## src/integrity_pkg.sv

```systemverilog
// Constants, register map and types for the run-time memory integrity checker
package integrity_pkg;
  localparam int NUM_BLOCKS = 4;
  localparam int NUM_SEGS = 8;
  localparam logic [1:0] LAST_BLOCK = 2'h3;
  localparam logic [7:0] OFS_CTRL = 8'h00;
  localparam logic [7:0] OFS_THROTTLE = 8'h04;
  localparam logic [7:0] OFS_WATCHDOG = 8'h08;
  localparam logic [7:0] OFS_CMD = 8'h0c;
  localparam logic [7:0] OFS_STATUS = 8'h10;
  localparam logic [1:0] SEG_PAGE = 2'h1;
  localparam logic [3:0] HASH_PAGE = 4'h8;
  // Control fields
  localparam int CTRL_EN_LSB = 0;
  localparam int CTRL_ALG_BIT = 4;
  localparam int CTRL_SWAP_BIT = 5;
  localparam int CTRL_IRQ_EN_BIT = 6;
  localparam logic [31:0] CTRL_RESET = 32'h0000_0000;
  localparam logic [31:0] THROTTLE_RESET = 32'h0000_0000;
  localparam logic [31:0] WATCHDOG_RESET = 32'h0000_0000;
  // Command bits
  localparam int CMD_ONCE_BIT = 0;
  localparam int CMD_RUN_BIT = 1;
  localparam int CMD_SWRST_BIT = 2;
  localparam int CMD_CLRIRQ_BIT = 3;
  // Scan geometry
  localparam logic [31:0] WORD_BYTES = 32'h0000_0004;
  localparam logic [7:0] CHUNK_WORDS = 8'h10;
  // Hash seeds and mixing constants per algorithm
  localparam logic [31:0] SEED_256 = 32'h6a09_e667;
  localparam logic [31:0] SEED_512 = 32'hcbbb_9d5d;
  localparam logic [31:0] MIX_256 = 32'h428a_2f98;
  localparam logic [31:0] MIX_512 = 32'hd728_ae22;
  typedef enum logic [2:0] {
    ST_IDLE = 3'b000,
    ST_BLOCK = 3'b001,
    ST_SEG = 3'b010,
    ST_READ = 3'b011,
    ST_PAUSE = 3'b100,
    ST_CHECK = 3'b101,
    ST_ERROR = 3'b110
  } scan_state_t;
endpackage : integrity_pkg

```

## src/digest_core.sv

```systemverilog
// Word-serial digest accumulator with algorithm and byte-order select
`timescale 1ns/1ps
module digest_core (
  input wire logic clock,
  input wire logic rst,
  input wire logic init,
  input wire logic feed,
  input wire logic [31:0] word,
  input wire logic alg_wide,
  input wire logic swap_bytes,
  output logic [31:0] digest
);
  import integrity_pkg::*;
  logic [31:0] digest_r;
  logic [31:0] word_in;
  logic [31:0] mix;

  assign word_in = swap_bytes ? {word[7:0], word[15:8], word[23:16], word[31:24]} : word;
  assign mix = alg_wide ? MIX_512 : MIX_256;
  assign digest = digest_r;

  // Hash algorithm selects the seed and mixing constant
  always_ff @(posedge clock) begin
    if (rst) begin
      digest_r <= SEED_256;
    end else if (init) begin
      digest_r <= alg_wide ? SEED_512 : SEED_256;
    end else if (feed) begin
      digest_r <= {digest_r[26:0], digest_r[31:27]} ^ (word_in + mix + digest_r);
    end
  end
endmodule : digest_core

```

## config.mk

```make
export PLATFORM = sky130hd
export DESIGN_NAME = digest_core
export DESIGN_NICKNAME = d
export VERILOG_FILES = /design/src/integrity_pkg.sv /design/src/digest_core.sv
export SDC_FILE = /design/constraint.sdc
export NUM_CORES = 1
export LEC_CHECK = 0
export ABC_AREA = 1
export BUFFER_PORTS_ARGS = -buffer_cell sky130_fd_sc_hd__buf_2
export CAP_MARGIN = 10
export CORE_MARGIN = 2
export CORE_UTILIZATION = 34
export DETAILED_ROUTE_END_ITERATION = 8
export PLACE_DENSITY = 0.53
export SYNTH_ARGS = -nofsm -noshare
export SYNTH_HDL_FRONTEND = slang
export SYNTH_SLANG_ARGS = --single-unit
```

## constraint.sdc

```tcl
create_clock -name clock -period 4.79 [get_ports clock]
set_clock_uncertainty 0.15 [all_clocks]
set_input_delay 0.958 -clock clock [delete_from_list [all_inputs] [get_ports clock]]
set_output_delay 0.958 -clock clock [all_outputs]
set_load 0.05 [all_outputs]
```

==> results.cfg, run 1 <==
[logic_synthesis]
netlist_area_um2 = 4646
yosys.area.top_type = nand2_1
syn_area_per_cell_um2 = 6.153
ys_seq_elements = 32
syn_nets = 855
synth.most_common_cell = nand2_1
synthArstFlopShare_pct = 0
synth_cells = 755
netlist_top_cells_count = nand2_1 (217), inv_1 (127), a21oi_1 (60)
ys_seq_area_share_pct = 13.79
yosys_most_used_dff = dfxtp_1
yosys_warnings = 0
yosysUniqueCellTypes = 36
netlist_top_cells_area = nand2_1 (18%), dfxtp_1 (14%), ha_1 (13%)
synth_top_area_share_pct = 17.53
synth_edf_count = 0

[global_route]
grt_usage_pct = 25.37
overflow = 0
grt_first_pass_wirelength_um = 27360
grt_pass1_vias = 4844
grt_max_degree = 42
antenna_found_initial = 0

[route]
routedWlPerCell_um = 17.45
ant_nets = 0
routed_via_density = 4.941
wirelength_um = 17490
drc = 0
vias = 4951
first_pass_iters = 5
initialDrtViolationCount = 328

[setup_path]
slowest_delay_ps = 510
cp.buffers_inverters = 3
critPathMostFrequentCell = nand2_1
start_kind = input port
r2r_setup_slack_ps = 1920
cp_slowest_cell = buf_2
cp-startpoint = swap_bytes
path_class = input port to flip-flop
path_max_fanout = 41
worstSetupEndpointType = flip-flop
reg2reg_from = digest[1]
cp_top_family = buffers and inverters
crit_arrival_ps = 4020
crit_chain = buf_2, buf_4, nor2_1, a21oi_1, fa_1, ha_1, nand2_1, nand2_1, nand2_1, nand2_1, inv_2, nand3_2, nand2_1, nand2_2, nand2_1, nand2_1, o21ai_0
critPathRequiredTime_ps = 4830

[die]
die_x_um = 120.9
die_h_um = 120.9
io_pins = 70
num_rows = 42
die_area_um2 = 14610
initial_utilization_pct = 34.94
fp.coreArea_um2 = 13300

[sta]
fmax_mhz = 251.5
rsz0062_at_grt = false
hold_viol = 0
maxSlewViolCount = 0
tns_ps = 0
min_period_ps = 3977
timing.final.crit_share_pct = 83.02
relSlewSlack_pct = 48.67
setup_slack_ps = 813.3
finalSetupViolCount = 0
worstMarginPinSlew_ps = 769.1

[cells_and_area]
fill_cells = 1499
multi_input_area_um2 = 3450
largest_register_ffs = 32
diodes = 0
drive_gt1_share_pct = 15.62
final_nets = 925
ff_latch_area_um2 = 640.6
area_delta_synth_final_pct = 15.16

[power]
peakVddDrop_uv = 139.1
power.total_w = 0.002169
power_density_nw_per_um2 = 405.4
leakagePower_nw = 2.895

[clocking]
clock_sinks = 32
cts_buffer_depth = 2
cts-hold-fix-buffers = 0
post_cts_buffers = 0
clk_pin_slew_ps = 60
cts_buffers = 5
h-tree-depth = 2
cts_tree = yes
clockRootBuffer = clkbuf_16
worstSkewPairLatency_ps = 300
cts_resized = 0

[flow_run]
drv_cap = 0

[placed_design]
hpwl_um = 14440
routabilityCongestion = 0.9177
portBuffers = 69
dp_worst_setup_slack_ps = 557.0

[run_status]
outcome = completed

[worst_hold_path]
hold_start = digest[30]
hp-class = flip-flop to flip-flop
==> per-stage QoR <==
step           instances  hold WS (ps)  cell area, um2  util [%]
4_1_cts             1002         401.0            5350     40.24
5_1_grt             1002         439.5            5350     40.24
3_5_place_dp         994         379.1            5204     39.14
3_3_place_gp         994         387.3            5204     39.14
2_1_floorplan        755         570.5            4646         -
6_report            1002         410.2            5350     40.24
==> layer usage <==
| layer | global-route usage (%) | up-vias | share of wire, % |
|---|---|---|---|
| met5 | 0 | - | 0 |
| met4 | 8.503 | 0 | 2.8 |
| met3 | 5.498 | 33 | 6.9 |
| met2 | 39.50 | 171 | 43 |
| met1 | 34.65 | 2236 | 48 |
| li1 | - | 2511 | - |
==> power by group <==
part	internal, W	switching, W	total [W]	leakage [nW]
sequential	0.000301	0.0000619	0.000363	0.265
combinational	0.000489	0.000965	0.00145	2.56
clock	0.000208	0.000144	0.000352	0.0712
==> cell usage in the layout (no fill, tap or decap), types with 4 or more instances in the layout <==
master / instances
a21oi_1: 60
a21oi_2: 5
buf_2: 69
buf_4: 6
clkbuf_16: 5
dfxtp_1: 32
fa_1: 14
ha_1: 48
inv_1: 127
inv_2: 6
nand2_1: 217
nand2_2: 21
nand3_1: 36
nand4_1: 9
nor2_1: 50
nor2_2: 4
nor2_4: 4
o21ai_0: 39
o21bai_1: 5
xnor2_1: 20
xor2_1: 23
==> tightest hold or removal path, delay by kind of cell (launching register included) <==
kind             cells  cell delay, ps
AND/OR/NAND/NOR      1              70
AO/OA/AOI/OAI        1              80
flip-flops           1             380
==> layout make-up <==
class,instances,share of cell area (%)
tap,176,4.116
timing repair buffer,75,7.297
sequential,32,11.97
inverter,134,9.401
multi-input combinational,577,64.48
clock buffer,8,2.736
==> worst paths after layout <==
path,end,depth (start not counted)
max,digest[14],17
min,digest[30],2
max reg2reg,digest[29],13
min reg2reg,digest[30],2
==> logic make-up after synthesis <==
group                      count (synthesis)  synth area share, %
DFF                                       32                13.79
buffers and inverters                    146                11.96
AOI/OAI and AO/OA                        119                14.17
xor gates and xnor gates                  43                8.107
adders and majority gates                 62                18.96
and+or+nand+nor                          353                33.02
Power figures use the tool's default switching activity.
==> run 2: changes to the inputs <==
Settings changed: ABC_AREA 1 to 0, PLACE_DENSITY 0.53 to 0.56.
Clock period 4.79 ns to 3.6 ns, I/O delays scaled along.
==> run 2 against run 1 <==
Compared with the run above: the flow now finishes with violations (negative setup slack); routed wire length decreased by 21%; register-to-register slack got worse by 1600 ps; power increased by 49%; sequential share of layout area decreased by 0.78 points; combinational power increased by 61%; sequential power increased by 31%; area after synthesis decreased by 15%; largest cell class unchanged; largest power group unchanged.
==> results.cfg, run 2 <==
[cells_and_area]
diodes = 0
final_area_um2 = 5722
drive_gt1_share_pct = 41.14
final_nets = 732
largest_register_ffs = 32
layout_commonest_cell = buf_4
area_delta_synth_final_pct = 45.59
layout_common_cells = buf_4 (98), buf_2 (68), ha_1 (39), inv_1 (37), xnor2_1 (36)
fill_cells = 1064
fin_cells = 775

[power]
power.total_w = 0.003223
peakVddDrop_uv = 270.1
leakagePower_nw = 2.717
power_density_nw_per_um2 = 563.3

[placed_design]
placed_cell_area_um2 = 5117
portBuffers = 69
dp_worst_setup_slack_ps = -699.2
dp_cells = 755
routabilityCongestion = 0.9108
hpwl_um = 10670

[die]
num_rows = 39
io_pins = 70
initial_utilization_pct = 34.57
die_x_um = 111.5
die_area_um2 = 12430
fp.coreArea_um2 = 11370
die_h_um = 111.5

[logic_synthesis]
netlist_area_um2 = 3930
netlist_top_cells_count = ha_1 (48), a21oi_1 (42), xnor2_1 (41)
ys_seq_area_share_pct = 16.30
syn_area_per_cell_um2 = 8.380
synth_top_area_share_pct = 16.30
synth_cells = 469
yosys_warnings = 0
synth_edf_count = 0
synth.most_common_cell = ha_1
yosys.area.top_type = dfxtp_1
netlist_top_cells_area = dfxtp_1 (16%), ha_1 (15%), xnor2_1 (9.1%)
synthArstFlopShare_pct = 0
ys_seq_elements = 32
yosys_most_used_dff = dfxtp_1
syn_nets = 569
yosysUniqueCellTypes = 57

[setup_path]
cp_top_family = compound AO/OA/AOI/OAI gates
slowest_delay_ps = 480
crit_chain = buf_12, mux2_4, fa_1, ha_2, fa_2, a21oi_2, nor2_2, a311o_2, a41oi_2, a21o_2, nand2b_4, a21oi_2, xnor2_1, a221o_1
r2r_setup_slack_ps = 350
path_max_fanout = 6
crit_arrival_ps = 3740
path_class = input port to flip-flop
critPathMostFrequentCell = a21oi_2
start_kind = input port
cp_slowest_cell = fa_1
critPathRequiredTime_ps = 3620
cp.buffers_inverters = 1
worstSetupEndpointType = flip-flop

[clocking]
cts_buffers = 5
worstSkewPairLatency_ps = 280
cts_tree = yes
clock_sinks = 32
clk_pin_slew_ps = 60
h-tree-depth = 2
cts_buffer_depth = 2
clockRootBuffer = clkbuf_16

[sta]
rsz0062_at_grt = true
whs_ps = 418.4
min_period_ps = 3721
hold_viol = 0
maxSlewViolCount = 0
relSlewSlack_pct = 57.10
worstMarginPinSlew_ps = 641.1
setup_slack_ps = -121.0
fmax_mhz = 268.7
finalSetupViolCount = 12
timing.final.crit_share_pct = 103.4

[global_route]
grt_max_degree = 31
antenna_found_initial = 0
grt_pass1_vias = 4034
grt_usage_pct = 21.65
grt_first_pass_wirelength_um = 21400
overflow = 0

[route]
routedWlPerCell_um = 17.72
drc = 0
initialDrtViolationCount = 223
routed_via_density = 5.241
wirelength_um = 13730
ant_nets = 0
vias = 4062
first_pass_iters = 4

[run_status]
violations = negative setup slack
outcome = finished, violations left

[flow_run]
drv_cap = 0

[worst_hold_path]
hp-class = flip-flop to flip-flop
==> run 2: changes by cell type in the layout (fill, tap and decap cells not counted), sizes merged, moves of 8 or more <==
cell / previous run / this run
inv: 133 / 38
buf: 75 / 172
a21o: 2 / 18
mux2: 0 / 21
a21oi: 65 / 45
mux2i: 0 / 13
nor2: 58 / 30
xor2: 23 / 15
nand2: 238 / 30
o21ai: 40 / 25
xnor2: 20 / 41
nand3: 39 / 9
==> run 2: what timing repair did <==
action | 4_1_cts | 5_1_grt
endpoints found under the setup margin | 19 | 18
gates resized for setup | 28 | 35
pin swaps | 25 | 21
hold buffers | 0 | 0
hold endpoints to repair | 0 | 0
setup buffers | 10 | 4
cloned | 0 | 1
==> run 2: kinds of logic after synthesis <==
family | share of synthesized area, %
AO/OA/AOI/OAI | 22.38
AND/OR/NAND/NOR | 11.84
adder cells (fa/ha/maj) | 22.41
XOR/XNOR | 12.48
buffers and inverters | 5.253
multiplexers | 9.328
flip-flops | 16.30
==> run 2: worst reg2reg max path, cell delays in order, from the launching register on <==
cell and delay, ps:
dfxtp_1 390, inv_1 100, fa_1 510, inv_1 60, ha_4 240, a21o_1 170
a21o_1 200, a21oi_2 140, o21ai_1 80, a41oi_2 260, buf_4 170, o211ai_1 130
a41oi_1 230, buf_4 160, o2111ai_1 130
==> run 2: stage by stage <==
step | TNS (ps) | utilization [%]
floorplan | -4942 | -
global placement | -8580 | 45.01
detailed placement | -10150 | 45.01
CTS | -759.9 | 48.19
global route | -2313 | 50.32
finish | -800.4 | 50.32
==> run 2: path summary, 6_finish.rpt <==
kind / start / endpoint / depth (start not counted)
worst max-delay path: swap_bytes / digest[29] / 14
worst min-delay path: digest[10] / digest[10] / 2
worst max register to register: digest[15] / digest[30] / 14
worst min register to register: digest[10] / digest[10] / 2
==> run 2: report_power, final <==
part | internal, W | leakage [nW] | switching [W]
Clock | 0.000251 | 0.0667 | 0.000162
Sequential | 0.000400 | 0.265 | 0.0000738
Combinational | 0.00115 | 2.39 | 0.00119
==> run 2: cell type report <==
| cell class | instances | area, um2 | share of cell area [%] |
|---|---|---|---|
| Tap cell | 143 | 178.9 | 3.127 |
| Multi-Input combinational cell | 382 | 3445 | 60.20 |
| Sequential cell | 32 | 640.6 | 11.20 |
| Inverter | 38 | 142.6 | 2.493 |
| Clock buffer | 6 | 128.9 | 2.252 |
| Timing Repair Buffer | 173 | 1181 | 20.64 |
| Clock inverter | 1 | 5.005 | 0.08747 |
==> run 2: routing by layer <==
| layer | wire length (um) | vias up | track usage [%] |
|---|---|---|---|
| li1 | - | 1989 | - |
| met1 | 6400 | 1935 | 29.58 |
| met2 | 6422 | 122 | 35.61 |
| met3 | 674 | 16 | 3.103 |
| met4 | 233 | 0 | 6.502 |
| met5 | 0 | - | 0 |
==> run 3: changes to the inputs <==
Settings changed: CORE_UTILIZATION 34 to 35, PLACE_DENSITY 0.56 to 0.57.
==> run 3 against run 2 <==
Compared with the run above: the run still ends with negative setup slack left; count of clock-buffer cells in the layout unchanged; sequential power decreased by 0.8%; die area decreased by 2.8%; routed wire length decreased by 0.54%; power decreased by 0.84%; core utilization increased by 2.8 points; register-to-register slack about the same; critical path type unchanged; critical endpoint is now digest[19]; largest cell class unchanged.
==> results.cfg, run 3 (synthesis gave the netlist of run 2 again) <==
[flow_run]
drv_cap = 0

[route]
routedWlPerCell_um = 17.51
ant_nets = 0
initialDrtViolationCount = 192
routed_via_density = 5.196
drc = 0
vias = 4053
wirelength_um = 13660
first_pass_iters = 7

[setup_path]
start_kind = input port
path_class = input port to flip-flop
worstSetupEndpointType = flip-flop
path_max_fanout = 6
critPathRequiredTime_ps = 3630
crit_arrival_ps = 3740

[die]
fp.coreArea_um2 = 10890
initial_utilization_pct = 36.10
die_x_um = 110.0
num_rows = 38
die_area_um2 = 12090
die_h_um = 110.0
io_pins = 70

[sta]
min_period_ps = 3712
worstMarginPinSlew_ps = 532.4
rsz0062_at_grt = true
setup_slack_ps = -112.4
hold_viol = 0
relSlewSlack_pct = 64.51
timing.final.crit_share_pct = 103.1
finalSetupViolCount = 5
whs_ps = 419.7
maxSlewViolCount = 0
fmax_mhz = 269.4

[cells_and_area]
diodes = 0
final_util_pct = 53.08
final_nets = 739
area_delta_synth_final_pct = 47.06
layout_commonest_cell = buf_4
largest_register_ffs = 32
drive_gt1_share_pct = 42.03
fill_cells = 1002
layout_common_cells = buf_4 (101), buf_2 (68), ha_1 (40), inv_1 (37), xnor2_1 (37)

[worst_hold_path]
hp-class = flip-flop to flip-flop

[clocking]
cts_tree = yes
cts_buffers = 5
worstSkewPairLatency_ps = 290
clock_sinks = 32
h-tree-depth = 2
cts_buffer_depth = 2
clockRootBuffer = clkbuf_8
clk_pin_slew_ps = 70

[power]
power_density_nw_per_um2 = 553.0
peakVddDrop_uv = 272.1
leakagePower_nw = 2.760

[global_route]
grt_first_pass_wirelength_um = 20930
antenna_found_initial = 0
grt_max_degree = 49
grt_pass1_vias = 4022
grt_usage_pct = 22.89
overflow = 0

[run_status]
violations = negative setup slack
outcome = finished, violations left

[placed_design]
routabilityCongestion = 0.9040
portBuffers = 69
hpwl_um = 10630
==> run 3: cell count changes in the layout (fill, tap and decap cells not counted), sizes merged <==
cell and change:
bufinv +1, buf +8, clkbuf -1
==> run 3: report_power, final <==
group,total (W),switching [W],internal (W),leakage [nW]
registers,0.000470,0.0000704,0.000400,0.265
logic,0.00237,0.00121,0.00116,2.44
clock network,0.000360,0.000154,0.000206,0.0552
==> run 3: layout make-up <==
cell class	instances	area (um2)	share of cell area, %
multi-input combinational	382	3456	59.80
timing repair buffer	180	1257	21.76
sequential	32	640.6	11.08
tap	140	175.2	3.031
inverter	38	142.6	2.468
clock buffer	6	72.57	1.256
clock inverter	2	35.03	0.6062
==> run 3: metrics by stage <==
| step | instances | instance area, um2 | setup slack (ps) | total power (W) | setup TNS, ps |
|---|---|---|---|---|---|
| after CTS | 772 | 5469 | -103.3 | 0.002951 | -445.0 |
| after global placement | 756 | 5181 | -505.4 | 0.002472 | -8307 |
| after detailed placement | 756 | 5181 | -566.9 | 0.002479 | -9486 |
| final | 780 | 5779 | -112.4 | 0.003196 | -290.7 |
| after floorplan | 469 | 4006 | -472.1 | 0.001778 | -4942 |
| after global routing | 780 | 5779 | -203.3 | 0.003418 | -1028 |
==> run 3: final timing paths <==
kind | from | to | slack, ps | cells past startpoint
worst max register to register | digest[1] | digest[19] | 350 | 12
worst min register to register | digest[18] | digest[18] | 420 | 2
worst min-delay path | digest[18] | digest[18] | 420 | 2
worst max-delay path | swap_bytes | digest[19] | -110 | 14
==> run 3: per-layer routing <==
layer / vias up / global-route usage [%] / wire length [um] / part of all wire, %
met3: 13 / 2.727 / 725 / 5.3
li1: 2000 / - / - / -
met4: 0 / 4.973 / 153 / 1.1
met2: 143 / 36.85 / 6391 / 47
met1: 1897 / 32.65 / 6386 / 47
met5: - / 0 / 0 / 0
==> run 3: critical path, stage by stage <==
cell      delay, ps
buf_12          120
mux2_4          300
fa_1            450
ha_2            200
fa_2            350
a21oi_2         140
nor2_2           60
a311o_2         360
a41oi_4         200
a21oi_4         100
a21boi_2        190
o21bai_1        120
or3_1           320
o311a_1         110
==> run 3: repair_timing <==
action / in CTS / in global routing
buffers inserted: 9 / 9
pin swaps: 28 / 36
endpoints found under the setup margin: 17 / 20
resized for setup: 19 / 47
hold buffers: 0 / 0
